<file path="config.mk">
export PLATFORM = sky130hd
export DESIGN_NAME = lrm_local_memory
export DESIGN_NICKNAME = d
export VERILOG_FILES = /design/src/shared/lrm_pkg.sv /design/src/lrm_storage_chip.sv /design/src/lrm_local_memory.sv
export SDC_FILE = /design/constraint.sdc
export NUM_CORES = 1
export LEC_CHECK = 0
export BUFFER_PORTS_ARGS = -buffer_cell sky130_fd_sc_hd__buf_2
export CORE_MARGIN = 4
export CORE_UTILIZATION = 45
export DETAILED_ROUTE_END_ITERATION = 8
export PLACE_DENSITY = 0.73
export SYNTH_ARGS = -nofsm -noshare
export SYNTH_HDL_FRONTEND = slang
export SYNTH_SLANG_ARGS = --single-unit
</file>
<file path="constraint.sdc">
create_clock -name ref_clk_in -period 1.4 [get_ports ref_clk_in]
set_input_delay 0 -clock ref_clk_in [delete_from_list [all_inputs] [get_ports ref_clk_in]]
set_output_delay 0 -clock ref_clk_in [all_outputs]
set_load 0.05 [all_outputs]
</file>
<file path="src/shared/lrm_pkg.sv">
// Summary of operation
// - A 24-bit holding buffer of six 4-bit slices loads only from the exchange bus.
// - The buffer always parallel-loads, capturing the exchange bus on its clock's trailing edge.
// - The buffer output is the only write data, fanned to every location of both sections.
// - Each storage chip holds sixteen 4-bit locations chosen by four binary address lines.
// - All address lines high picks the last location; a selected chip drives its bits.
// - Chip select gates access; write enable high writes, low reads the addressed location.
// - All twenty-four chips share one write enable term and the same four address lines.
// - Group and pad outputs are ORed and inverted per slice; one location per section.
// - B group select enables registers and stack words 8 to 15; pad select right pad.
// - The B section reads and writes whole 24-bit words only.
// - Each A register chip has its own slice select, enabling 4-bit or 16-bit sink writes.
// - A 4-bit or 16-bit source reads the whole word with all six slices selected.
// - The six A left pad chips share one select, so pad words are whole words.
// - Two buffered write enable copies, one per section, come from the single term.
// - A uses seven selects, B two; each decodes only its own section's locations.
// - Low logic nibble sink write asserts address lines one and zero and slice c only.
// - X and Y share one address so both read at once into the adder.
// - Field address and B temporary share one address for the pad relate micro.
package lrm_pkg;

  localparam int LRM_SLICE_W = 4;
  localparam int LRM_SLICES = 6;
  localparam int LRM_DATA_W = LRM_SLICE_W * LRM_SLICES;
  localparam int LRM_ADDR_W = 4;
  localparam int LRM_DEPTH = 16;

  localparam logic [LRM_ADDR_W-1:0] LRM_LAST_ADDR = 4'hf;
  localparam logic [LRM_ADDR_W-1:0] LRM_XY_ADDR = 4'h1;
  localparam logic [LRM_ADDR_W-1:0] LRM_FA_TEMP_ADDR = 4'h4;
  localparam logic [LRM_ADDR_W-1:0] LRM_LC_ADDR = 4'h3;

  localparam logic [LRM_SLICES-1:0] LRM_ALL_SLICES = 6'h3f;
  localparam logic [LRM_SLICES-1:0] LRM_NO_SLICES = 6'h00;
  localparam logic [LRM_SLICES-1:0] LRM_LC_SLICES = 6'h04;
  localparam logic [LRM_SLICES-1:0] LRM_FL_SLICES = 6'h0f;
  localparam int LRM_LC_SLICE_IDX = 2;

  localparam logic [LRM_SLICE_W-1:0] LRM_NIB_ZERO = 4'h0;
  localparam logic [LRM_DATA_W-1:0] LRM_BUF_RESET = 24'h000000;
  // Nothing selected: no chip pulls the wired-OR, so the inverted bus floats to all ones
  localparam logic [LRM_DATA_W-1:0] LRM_IDLE_READ = 24'hffffff;

  typedef enum logic [4:0] {
    LRM_ACC_NONE     = 5'h01,
    LRM_ACC_FULL     = 5'h02,
    LRM_ACC_PARTIAL  = 5'h04,
    LRM_ACC_PAD      = 5'h08,
    LRM_ACC_CONFLICT = 5'h10
  } lrm_access_e;

endpackage

</file>
<file path="src/lrm_storage_chip.sv">
module lrm_storage_chip (
  input wire logic ref_clk_in,
  input wire logic chip_select_in,
  input wire logic write_enable_in,
  input wire logic [lrm_pkg::LRM_ADDR_W-1:0] addr_in,
  input wire logic [lrm_pkg::LRM_SLICE_W-1:0] data_in,
  output wire logic [lrm_pkg::LRM_SLICE_W-1:0] data_n_out
);

  logic [lrm_pkg::LRM_SLICE_W-1:0] cells [0:lrm_pkg::LRM_DEPTH-1];

  ////////////////////////////////////////////////////////////////////////////
  // Storage is plain data and carries no reset; contents are unknown until written
  always_ff @(posedge ref_clk_in) begin
    if (chip_select_in && write_enable_in) begin
      cells[addr_in] <= data_in;
    end
  end

  // Inverted output, released when deselected so chips can share a wired-OR
  assign data_n_out = chip_select_in ? ~cells[addr_in] : lrm_pkg::LRM_NIB_ZERO;

endmodule // lrm_storage_chip

</file>
<file path="src/lrm_local_memory.sv">
module lrm_local_memory (
  input wire logic ref_clk_in,
  input wire logic rst_in,
  input wire logic [lrm_pkg::LRM_DATA_W-1:0] main_exchange_bus_in,
  input wire logic holding_buffer_clock_in,
  input wire logic [lrm_pkg::LRM_ADDR_W-1:0] lm_addr_in,
  input wire logic memory_write_enable_in,
  input wire logic [lrm_pkg::LRM_SLICES-1:0] a_slice_selects_in,
  input wire logic a_pad_select_in,
  input wire logic b_group_select_in,
  input wire logic b_pad_select_in,
  output wire logic [lrm_pkg::LRM_DATA_W-1:0] a_read_bus_out,
  output wire logic [lrm_pkg::LRM_DATA_W-1:0] b_read_bus_out,
  output wire logic [lrm_pkg::LRM_DATA_W-1:0] write_holding_buffer_out,
  output wire logic [1:0] section_write_enables_out,
  output logic a_select_conflict_out,
  output logic b_select_conflict_out,
  output logic lc_sink_write_out,
  output logic xy_pair_read_out,
  output logic fa_temp_pair_read_out,
  output lrm_pkg::lrm_access_e a_access_kind_out
);

  ////////////////////////////////////////////////////////////////////////////
  // Decode helpers
  function automatic lrm_pkg::lrm_access_e classify_a(
    input logic [lrm_pkg::LRM_SLICES-1:0] slices,
    input logic pad
  );
    lrm_pkg::lrm_access_e kind;
    kind = lrm_pkg::LRM_ACC_NONE;
    if (pad && (slices != lrm_pkg::LRM_NO_SLICES)) begin
      kind = lrm_pkg::LRM_ACC_CONFLICT;
    end else if (pad) begin
      kind = lrm_pkg::LRM_ACC_PAD;
    end else if (slices == lrm_pkg::LRM_ALL_SLICES) begin
      kind = lrm_pkg::LRM_ACC_FULL;
    end else if (slices != lrm_pkg::LRM_NO_SLICES) begin
      kind = lrm_pkg::LRM_ACC_PARTIAL;
    end
    return kind;
  endfunction

  // True when the A group is driven as a whole word and B group alongside it
  function automatic logic pair_read(
    input logic [lrm_pkg::LRM_ADDR_W-1:0] addr,
    input logic [lrm_pkg::LRM_ADDR_W-1:0] want,
    input logic [lrm_pkg::LRM_SLICES-1:0] slices,
    input logic a_pad,
    input logic b_grp,
    input logic b_pad,
    input logic we
  );
    return (addr == want) && (slices == lrm_pkg::LRM_ALL_SLICES) && !a_pad && b_grp && !b_pad && !we;
  endfunction

  ////////////////////////////////////////////////////////////////////////////
  // Holding buffer strobe: the trailing edge of the buffer clock loads it

  logic buf_clk_r;
  logic buf_load;
  logic [lrm_pkg::LRM_DATA_W-1:0] hold_buf_r;

  always_ff @(posedge ref_clk_in or posedge rst_in) begin
    if (rst_in) begin
      buf_clk_r <= 1'b0;
    end else begin
      buf_clk_r <= holding_buffer_clock_in;
    end
  end

  assign buf_load = buf_clk_r && !holding_buffer_clock_in;

  assign write_holding_buffer_out = hold_buf_r;

  // One write enable term feeds both sections; each copy drives half the chips
  assign section_write_enables_out = {memory_write_enable_in, memory_write_enable_in};

  ////////////////////////////////////////////////////////////////////////////
  // Six bit slices: buffer nibble plus four storage chips each

  genvar s;
  generate
    for (s = 0; s < lrm_pkg::LRM_SLICES; s++) begin : g_slice
      logic [lrm_pkg::LRM_SLICE_W-1:0] a_grp_n;
      logic [lrm_pkg::LRM_SLICE_W-1:0] a_pad_n;
      logic [lrm_pkg::LRM_SLICE_W-1:0] b_grp_n;
      logic [lrm_pkg::LRM_SLICE_W-1:0] b_pad_n;
      logic [lrm_pkg::LRM_SLICE_W-1:0] nib_r;

      assign hold_buf_r[s*lrm_pkg::LRM_SLICE_W +: lrm_pkg::LRM_SLICE_W] = nib_r;

      // Mode control is tied to parallel load, so the nibble only ever follows the exchange bus
      always_ff @(posedge ref_clk_in or posedge rst_in) begin
        if (rst_in) begin
          nib_r <= lrm_pkg::LRM_NIB_ZERO;
        end else if (buf_load) begin
          nib_r <= main_exchange_bus_in[s*lrm_pkg::LRM_SLICE_W +: lrm_pkg::LRM_SLICE_W];
        end
      end

      // A registers and stack: per-slice select allows nibble and 16-bit sinks
      lrm_storage_chip u_a_grp (
        .ref_clk_in(ref_clk_in),
        .chip_select_in(a_slice_selects_in[s]),
        .write_enable_in(section_write_enables_out[0]),
        .addr_in(lm_addr_in),
        .data_in(nib_r),
        .data_n_out(a_grp_n)
      );

      // A left pad: one shared select, whole words only
      lrm_storage_chip u_a_pad (
        .ref_clk_in(ref_clk_in),
        .chip_select_in(a_pad_select_in),
        .write_enable_in(section_write_enables_out[0]),
        .addr_in(lm_addr_in),
        .data_in(nib_r),
        .data_n_out(a_pad_n)
      );

      // B registers and stack words 8 to 15
      lrm_storage_chip u_b_grp (
        .ref_clk_in(ref_clk_in),
        .chip_select_in(b_group_select_in),
        .write_enable_in(section_write_enables_out[1]),
        .addr_in(lm_addr_in),
        .data_in(nib_r),
        .data_n_out(b_grp_n)
      );

      // B right pad
      lrm_storage_chip u_b_pad (
        .ref_clk_in(ref_clk_in),
        .chip_select_in(b_pad_select_in),
        .write_enable_in(section_write_enables_out[1]),
        .addr_in(lm_addr_in),
        .data_in(nib_r),
        .data_n_out(b_pad_n)
      );

      assign a_read_bus_out[s*lrm_pkg::LRM_SLICE_W +: lrm_pkg::LRM_SLICE_W] = ~(a_grp_n | a_pad_n);
      assign b_read_bus_out[s*lrm_pkg::LRM_SLICE_W +: lrm_pkg::LRM_SLICE_W] = ~(b_grp_n | b_pad_n);
    end
  endgenerate

  ////////////////////////////////////////////////////////////////////////////
  // Select sanity: two locations on one wired-OR would merge their data

  always_ff @(posedge ref_clk_in or posedge rst_in) begin
    if (rst_in) begin
      a_select_conflict_out <= 1'b0;
      b_select_conflict_out <= 1'b0;
    end else begin
      a_select_conflict_out <= a_pad_select_in && (a_slice_selects_in != lrm_pkg::LRM_NO_SLICES);
      b_select_conflict_out <= b_pad_select_in && b_group_select_in;
    end
  end

  ////////////////////////////////////////////////////////////////////////////
  // A access classification, one-hot

  lrm_pkg::lrm_access_e a_kind_r;
  lrm_pkg::lrm_access_e a_kind_nxt;

  always_comb begin
    a_kind_nxt = classify_a(a_slice_selects_in, a_pad_select_in);
    case (a_kind_nxt)
      lrm_pkg::LRM_ACC_NONE: a_kind_nxt = lrm_pkg::LRM_ACC_NONE;
      lrm_pkg::LRM_ACC_FULL: a_kind_nxt = lrm_pkg::LRM_ACC_FULL;
      // A partial read is not a legal source form; report it as a conflict
      lrm_pkg::LRM_ACC_PARTIAL: begin
        a_kind_nxt = memory_write_enable_in ? lrm_pkg::LRM_ACC_PARTIAL : lrm_pkg::LRM_ACC_CONFLICT;
      end
      lrm_pkg::LRM_ACC_PAD: a_kind_nxt = lrm_pkg::LRM_ACC_PAD;
      lrm_pkg::LRM_ACC_CONFLICT: a_kind_nxt = lrm_pkg::LRM_ACC_CONFLICT;
      default: a_kind_nxt = lrm_pkg::LRM_ACC_NONE;
    endcase
  end

  always_ff @(posedge ref_clk_in or posedge rst_in) begin
    if (rst_in) begin
      a_kind_r <= lrm_pkg::LRM_ACC_NONE;
    end else begin
      a_kind_r <= a_kind_nxt;
    end
  end

  assign a_access_kind_out = a_kind_r;

  ////////////////////////////////////////////////////////////////////////////
  // Recognised micro patterns, reported one cycle after they occur

  always_ff @(posedge ref_clk_in or posedge rst_in) begin
    if (rst_in) begin
      lc_sink_write_out <= 1'b0;
    end else begin
      lc_sink_write_out <= memory_write_enable_in && (lm_addr_in == lrm_pkg::LRM_LC_ADDR)
        && (a_slice_selects_in == lrm_pkg::LRM_LC_SLICES) && !a_pad_select_in
        && !b_group_select_in && !b_pad_select_in;
    end
  end

  always_ff @(posedge ref_clk_in or posedge rst_in) begin
    if (rst_in) begin
      xy_pair_read_out <= 1'b0;
      fa_temp_pair_read_out <= 1'b0;
    end else begin
      xy_pair_read_out <= pair_read(lm_addr_in, lrm_pkg::LRM_XY_ADDR, a_slice_selects_in,
        a_pad_select_in, b_group_select_in, b_pad_select_in, memory_write_enable_in);
      fa_temp_pair_read_out <= pair_read(lm_addr_in, lrm_pkg::LRM_FA_TEMP_ADDR, a_slice_selects_in,
        a_pad_select_in, b_group_select_in, b_pad_select_in, memory_write_enable_in);
    end
  end

  ////////////////////////////////////////////////////////////////////////////
  // Checks

  logic a_full_wr;
  logic a_full_rd;
  logic a_pad_wr;
  logic a_pad_rd;
  logic b_grp_wr;
  logic b_grp_rd;

  assign a_full_wr = memory_write_enable_in && (a_slice_selects_in == lrm_pkg::LRM_ALL_SLICES) && !a_pad_select_in;
  assign a_full_rd = !memory_write_enable_in && (a_slice_selects_in == lrm_pkg::LRM_ALL_SLICES) && !a_pad_select_in;
  assign a_pad_wr = memory_write_enable_in && a_pad_select_in && (a_slice_selects_in == lrm_pkg::LRM_NO_SLICES);
  assign a_pad_rd = !memory_write_enable_in && a_pad_select_in && (a_slice_selects_in == lrm_pkg::LRM_NO_SLICES);
  assign b_grp_wr = memory_write_enable_in && b_group_select_in && !b_pad_select_in;
  assign b_grp_rd = !memory_write_enable_in && b_group_select_in && !b_pad_select_in;

  chk_buffer_capture: assert property (
    @(posedge ref_clk_in) disable iff (rst_in)
    (holding_buffer_clock_in ##1 !holding_buffer_clock_in) |=> write_holding_buffer_out == $past(main_exchange_bus_in)
  ) else $error("holding buffer missed the exchange bus on trailing edge");

  chk_buffer_holds: assert property (
    @(posedge ref_clk_in) disable iff (rst_in)
    !(buf_clk_r && !holding_buffer_clock_in) |=> $stable(write_holding_buffer_out)
  ) else $error("holding buffer changed without a trailing edge");

  chk_a_word_readback: assert property (
    @(posedge ref_clk_in) disable iff (rst_in)
    (a_full_wr ##1 (a_full_rd && lm_addr_in == $past(lm_addr_in)))
      |-> a_read_bus_out == $past(write_holding_buffer_out)
  ) else $error("A word read back differs from buffer written");

  chk_b_last_location: assert property (
    @(posedge ref_clk_in) disable iff (rst_in)
    ((b_grp_wr && lm_addr_in == lrm_pkg::LRM_LAST_ADDR) ##1 (b_grp_rd && lm_addr_in == lrm_pkg::LRM_LAST_ADDR))
      |-> b_read_bus_out == $past(write_holding_buffer_out)
  ) else $error("B last location read back wrong");

  chk_a_pad_word: assert property (
    @(posedge ref_clk_in) disable iff (rst_in)
    (a_pad_wr ##1 (a_pad_rd && lm_addr_in == $past(lm_addr_in)))
      |-> a_read_bus_out == $past(write_holding_buffer_out)
  ) else $error("A pad word read back wrong");

  chk_lc_partial: assert property (
    @(posedge ref_clk_in) disable iff (rst_in)
    (a_full_rd ##1 (memory_write_enable_in && a_slice_selects_in == lrm_pkg::LRM_LC_SLICES && !a_pad_select_in
      && lm_addr_in == $past(lm_addr_in)) ##1 (a_full_rd && lm_addr_in == $past(lm_addr_in)))
      |-> (a_read_bus_out[lrm_pkg::LRM_LC_SLICE_IDX*lrm_pkg::LRM_SLICE_W +: lrm_pkg::LRM_SLICE_W]
        == $past(write_holding_buffer_out[lrm_pkg::LRM_LC_SLICE_IDX*lrm_pkg::LRM_SLICE_W +: lrm_pkg::LRM_SLICE_W]))
        && (a_read_bus_out[lrm_pkg::LRM_LC_SLICE_IDX*lrm_pkg::LRM_SLICE_W-1:0]
          == $past(a_read_bus_out[lrm_pkg::LRM_LC_SLICE_IDX*lrm_pkg::LRM_SLICE_W-1:0], 2))
  ) else $error("nibble sink write disturbed other slices");

  chk_read_stable: assert property (
    @(posedge ref_clk_in) disable iff (rst_in)
    (!section_write_enables_out[0] && !section_write_enables_out[1]) ##1
      ($stable(lm_addr_in) && $stable(a_slice_selects_in) && $stable(a_pad_select_in)
        && $stable(b_group_select_in) && $stable(b_pad_select_in))
      |-> $stable(a_read_bus_out) && $stable(b_read_bus_out)
  ) else $error("read disturbed stored contents");

  chk_idle_bus: assert property (
    @(posedge ref_clk_in) disable iff (rst_in)
    (a_slice_selects_in == lrm_pkg::LRM_NO_SLICES && !a_pad_select_in) |-> a_read_bus_out == lrm_pkg::LRM_IDLE_READ
  ) else $error("A read bus driven with nothing selected");

  chk_lc_pattern: assert property (
    @(posedge ref_clk_in) disable iff (rst_in)
    lc_sink_write_out |-> $past(lm_addr_in) == lrm_pkg::LRM_LC_ADDR && $past(memory_write_enable_in)
      && $past(a_slice_selects_in) == lrm_pkg::LRM_LC_SLICES
  ) else $error("nibble sink flag without its pattern");

  chk_xy_flag: assert property (
    @(posedge ref_clk_in) disable iff (rst_in)
    (a_full_rd && b_grp_rd && lm_addr_in == lrm_pkg::LRM_XY_ADDR) |=> xy_pair_read_out
  ) else $error("paired operand read not flagged");

  chk_conflict: assert property (
    @(posedge ref_clk_in) disable iff (rst_in)
    (b_group_select_in && b_pad_select_in) |=> b_select_conflict_out && (a_access_kind_out != lrm_pkg::LRM_ACC_NONE
      || !$past(a_slice_selects_in != lrm_pkg::LRM_NO_SLICES || a_pad_select_in))
  ) else $error("B double select not flagged");

  cov_buffer_load: cover property (
    @(posedge ref_clk_in) disable iff (rst_in) buf_load ##2 a_full_wr
  );

  cov_lc_write: cover property (
    @(posedge ref_clk_in) disable iff (rst_in) lc_sink_write_out
  );

  cov_xy_read: cover property (
    @(posedge ref_clk_in) disable iff (rst_in) xy_pair_read_out
  );

  cov_fa_temp: cover property (
    @(posedge ref_clk_in) disable iff (rst_in) fa_temp_pair_read_out
  );

endmodule // lrm_local_memory

</file>
---- Yosys cells after proc, flatten, opt, wreduce, memory -nomap -nowiden ----
Memory sizes are Yosys's and may differ from the RTL's.
Index checks and enable logic that the tools add are counted.
storage, ports and cells
  logic and storage cells ................. 175
  input port bits ......................... 41
  output and inout port bits .............. 84
  memories ................................ 24
  bits in writable memories ............... 1536
  ROM bits ................................ 0
  latch bits .............................. 0
  flip-flop bits (word level) ............. 35
memories
  name                      words  bits a word  rd ports  clocked after Yosys merged registers in  write ports  RTL line                text
  g_slice[0].u_a_grp.cells  16     4            1         0                                        1            lrm_storage_chip.sv:10  logic [lrm_pkg::LRM_SLICE_W-1:0] cells [0:lrm_pkg::LRM_DEPTH-1];
  g_slice[0].u_a_pad.cells  16     4            1         0                                        1            lrm_storage_chip.sv:10
  g_slice[0].u_b_grp.cells  16     4            1         0                                        1            lrm_storage_chip.sv:10
  g_slice[0].u_b_pad.cells  16     4            1         0                                        1            lrm_storage_chip.sv:10
  g_slice[1].u_a_grp.cells  16     4            1         0                                        1            lrm_storage_chip.sv:10
  g_slice[1].u_a_pad.cells  16     4            1         0                                        1            lrm_storage_chip.sv:10
  +18 memories              --     --           --        --                                       --           --
cells by class
  mux-type cells .......................... 48
  eq/ne operators ......................... 9
  shift-type cells ........................ 0
  divide/modulo/power cells ............... 0
  add/subtract/negate cells ............... 0
  reductions and logical operators ........ 33
  $mul .................................... 0
  bitwise logic cells ..................... 48
  magnitude comparators ................... 0
operators by type and width
  kind                                                              count
  4-bit NOT                                                         36
  4-bit two-way mux                                                 25
  4-bit bitwise OR                                                  12
  1-bit logical AND                                                 27
  5-bit case mux with 4 select lines                                1
  1-bit two-way mux                                                 18
  5-bit two-way mux                                                 2
  6-bit by 3-bit == test with 1-bit output (second input constant)  1
  6-bit == test (second input constant)                             1
  3-bit two-way mux                                                 2
  6-bit nonzero test                                                1
  5-bit by 2-bit == test with 1-bit output (second input constant)  1
  5-bit by 3-bit == test with 1-bit output (second input constant)  1
  5-bit by 4-bit == test with 1-bit output (second input constant)  1
  5-bit == test (second input constant)                             1
  1-bit zero test                                                   5
  4-bit by 1-bit == test with 1-bit output (second input constant)  1
  4-bit by 2-bit == test with 1-bit output (second input constant)  1
  4-bit by 3-bit == test with 1-bit output (second input constant)  1

---- Depth between registers and ports, before layout ----
  word-level depth ........................ 7
  gate-level depth with buffers ........... 8
  gate-level depth less buffers ........... 4

---- Hierarchy ----
Synthesis repeated with hierarchy kept, for this count alone.
second synthesis, totals
  cells, all modules ...................... 3304
  area total of the unflattened synthesis .. 64486.8 um2
modules (own cells, without submodules)
  module            cells an instance  area each (um2)  instances
  lrm_storage_chip  132                2622.5           24
  lrm_local_memory  136                1546.5           1

---- Worst setup path after synthesis ----
Ideal clock, no wire load.
  path kind ............................... input-to-reg
  start point ............................. input port lm_addr_in[1] (netlist bit)
  end point ............................... memory g_slice[0].u_a_pad.cells[4][0] (netlist bit) (enable)
  setup slack ............................. -1071 ps
  arrival ................................. 2066 ps
  stages on the path ...................... 7
  cells stage by stage .................... buf_4 -> buf_6 -> buf_4 -> buf_2 -> nor2_1 -> nand2_1 -> nor2_1
RTL lines
  what         RTL line                text
  from (decl)  lrm_local_memory.sv:6   input wire logic [lrm_pkg::LRM_ADDR_W-1:0] lm_addr_in,
  to (decl)    lrm_storage_chip.sv:10
No word-level cell before the write port.

---- Worst setup path after layout ----
  start point ............................. memory g_slice[1].u_a_grp.cells[14][3] (netlist bit)
  end point ............................... output port a_read_bus_out[7] (netlist bit)
on the way
  longest elaborated chain between the ends .. 5
RTL lines
  what               RTL line                 text
  from (decl)        lrm_storage_chip.sv:10
  memory 16 x 4 bit  --
  4-bit NOT          lrm_storage_chip.sv:21   assign data_n_out = chip_select_in ? ~cells[addr_in] : lrm_pkg::LRM_NIB_ZERO;
  4-bit two-way mux  lrm_storage_chip.sv:21
  4-bit bitwise OR   lrm_local_memory.sv:142  assign a_read_bus_out[s*lrm_pkg::LRM_SLICE_W +: lrm_pkg::LRM_SLICE_W] = ~(a_grp_n | a_pad_n);
  4-bit NOT          lrm_local_memory.sv:142
  to (decl)          lrm_local_memory.sv:12   output wire logic [lrm_pkg::LRM_DATA_W-1:0] a_read_bus_out,
No other way between the ends.

==> run metrics <==
post-route setup slack -1.00 ns; Net Count, Synth 2836; CP endpoint kind output pin; hold path endpoint g_slice[4].u_b_grp.cells[1][1]$_DFFE_PP_; endpoints failing setup 95; Max Cap Viol 0; P_leak 26.1 nW; core area 132000 sq um; post-synthesis cell area 60000 sq um; hold slack final 0.0407 ns; pins over their slew limit 0; Placer Congestion 0.827; Final Hold Fails 0; RSZ-0062 raised after global routing true; clock latency on the worst-skew pair 0.79 ns; H-tree Lvls 4; synth cell count leaders edfxtp_1, mux4_2, mux2i_1; maximum VDD drop 0.00112 V; fin crit period 2.40 ns; Final Non-Filler Cells 5467; Clk pin slew, worst setup/hold paths 0.06 ns; area leader, netlist edfxtp_1; DP Area 70000 sq um; period utilization 171%; Cells on Worst Hold Path 5; register share of total power 49.8%; Root Driver clkbuf_16; Worst EP arrival 2.40 ns; GRT Overall Usage 26.0%; Finished Cell Area 77900 sq um; cell total after placement 5057; area share of the largest cell type after synthesis 76.9%; slowest CP cell mux4_2; combinational fraction of design power 11.4%; io pins 125; 1st-pass router iterations 5; Post-synth top flop edfxtp_1; CTS tree done; syn_area_per_cell 21.5 sq um; # fillers 8936; Pwr per Cell Area 1390 nW/um^2; share of post-route cells with drive strength above 1 42.7%; Die Y 373 microns; PortBufs 124; Synth Register Bits 1571; WP data required 1.40 ns; FP Rows 133; Reg2Reg Launch Point g_slice[1].nib_r[1]$_DFFE_PP0P_; total power 108 mW; NumNets Final 3628; ys async rst share 2.23%; Seq/Total Area, Yosys 78.4%; via count 33620; DRT iter0 DRCs 4824; Crit Path Class reg2out; Worst Hold Class in2reg; pre-CTS setup slack -0.727 ns; failing checks negative setup slack; CTS sink cnt 1571; reg-to-reg endpoint g_slice[1].u_a_grp.cells[10][1]$_DFFE_PP_; CTS Buffer Depth 3; outcome complete, but fails checks; die footprint 139000 sq um; CP Cell Sequence mux4_2 -> a22oi_2 -> a22oi_2 -> buf_12 -> buf_12; Wirelength per Cell 33.1 microns; Setup Skew 0.0237 ns; top-count cell post-synth edfxtp_1; first-pass GRT wire length 256000 microns; largest net degree at the start of global routing 65; highest clock rate 0.417 GHz; initial antenna violation count 7; Reg2Reg Depth 4; reg-to-reg setup timing slack -0.04 ns; Syn Inst Count 2795; Yosys warning total 0; crit-path max FO 1; cell internal power dissipation 82.7 mW; Slew headroom 64.6%; Synth cell types 31; post-route setup TNS -43.41 ns; Synth area leaders edfxtp_1, mux4_2, mux2i_1; worst slew pin tran 0.532 ns; post-DP HPWL 106000 microns; vias per cell 6.15; net switching power 25.4 mW; largest incremental delay on the critical path 0.51 ns; Detailed Route WL 181000 microns; Worst setup SP type flip-flop; die width 373 microns; switching share of power 23.5%; GRT overflow 0; Num CTS Buffers 158; Util after Layout 59.0%; Synth-to-Final Area Change 29.8%; Post-synth EDFFs 1536; clock network power share 38.8%; hold_sp b_group_select_in; Routed Antenna Nets 0; initial core utilization 45.5%; vias in the first global route 34408; remaining routing DRC violations 0
-- timing repair --
item,4_1_cts,5_1_grt
gates cloned,22,0
pin swaps,101,28
setup endpoints to repair,77,531
buffers inserted,48,3
hold endpoints to repair,95,0
resized for setup,252,42
hold buffers,69,0
-- power by group through the flow --
stage | clock (mW) | sequential (mW) | combinational, mW
finish | 41.9 | 53.9 | 12.3
detailed placement | 0 | 54.9 | 9.84
global route | 44.4 | 53.9 | 12.8
CTS | 42.2 | 53.9 | 12.1
global placement | 0 | 54.9 | 9.64
floorplan | 0 | 56.2 | 3.74
-- how the worst max path moves through the flow --
stage	from	end	slack, ns	cells after the start
6_report	g_slice[1].u_a_grp.cells[14][3]$_DFFE_PP_	a_read_bus_out[7]	-1.00	5
3_3_place_gp	lm_addr_in[1]	a_read_bus_out[10]	-0.68	8
5_1_grt	g_slice[0].u_a_grp.cells[15][3]$_DFFE_PP_	a_read_bus_out[3]	-1.05	4
2_1_floorplan	g_slice[0].nib_r[1]$_DFFE_PP0P_	g_slice[0].u_a_grp.cells[0][1]$_DFFE_PP_	-0.33	0
3_5_place_dp	lm_addr_in[1]	a_read_bus_out[10]	-0.73	8
4_1_cts	g_slice[2].u_a_grp.cells[6][0]$_DFFE_PP_	a_read_bus_out[8]	-1.01	4
-- placed cells by master (no fill, tap or decap), types with 5 or more instances in the layout --
master         Yosys  layout
a21oi_4            0       5
a22oi_1          138       9
dlygate4sd3_1      0      65
buf_12             0     235
bufbuf_16          0      21
clkbuf_16          0     160
buf_6             22      34
clkbuf_1          52      35
a21oi_1           91      46
nor2_1           153     102
buf_4             28     394
o221ai_2           0      25
buf_8              0       6
mux2i_1          192     191
edfxtp_1        1536    1536
nand2_8            0       8
nor2b_4            0       5
clkinv_2           0      28
nor2_4             0      51
o221a_1            6       6
clkinv_8           0       5
clkinv_1           0      27
a22oi_2            0     129
nand2_4            0       7
o221ai_1          90      65
buf_2             65      39
mux4_2           288     288
mux2_2            24      24
bufinv_16          0      16
nand2_1           32      17
dfrtp_2            0      20
a21oi_2            0      40
a32oi_4            0       6
inv_6              0       6
dfrtp_1           34      10
-- state kept, by name, summed over array words and instances (netlist names) --
name / count
a_access_kind_out: 5
a_select_conflict_out: 1
b_select_conflict_out: 1
buf_clk_r: 1
fa_temp_pair_read_out: 1
g_slice.nib_r: 24
g_slice.u_a_grp.cells: 384
g_slice.u_a_pad.cells: 384
g_slice.u_b_grp.cells: 384
g_slice.u_b_pad.cells: 384
lc_sink_write_out: 1
xy_pair_read_out: 1
-- cell families (layout without fill, tap and decap cells) --
| kind of cell | after synthesis | count (layout) | synth area share, % |
|---|---|---|---|
| other | 0 | 1 | 0 |
| flip-flops | 1571 | 1571 | 78.4 |
| buffers and inverters | 173 | 1089 | 1.67 |
| multiplexers | 504 | 504 | 14.5 |
| AND/OR/NAND/NOR | 216 | 216 | 1.50 |
| AO/OA/AOI/OAI | 331 | 331 | 4.00 |
-- worst max-delay path, delay by kind of cell, from the launching register on --
family / cells / cell delay (ns)
multiplexers: 1 / 0.51
flip-flops: 1 / 0.40
AO/OA/AOI/OAI: 2 / 0.38
buffers and inverters: 2 / 0.31
-- routing by layer --
layer,track usage (%),routed length [microns],vias up
li1,-,-,13389
met1,33.2,62400,17398
met2,41.4,86700,2394
met3,8.39,23800,435
met4,10.4,7880,4
met5,0,30,-
-- layout make-up --
type                            instances  area [sq um]  share of cell area (%)
Sequential cell                      1571         47000                    60.4
Inverter                                2          7.51                 0.00964
Clock buffer                          195          4140                    5.31
Tap cell                             1755          2200                    2.82
Multi-Input combinational cell       1051         13800                    17.7
Timing Repair Buffer                  803          9780                    12.6
Clock inverter                         89           940                    1.21
Antenna cell                            1          2.50                 0.00321
Note: power is estimated with default switching activity, not from simulation.
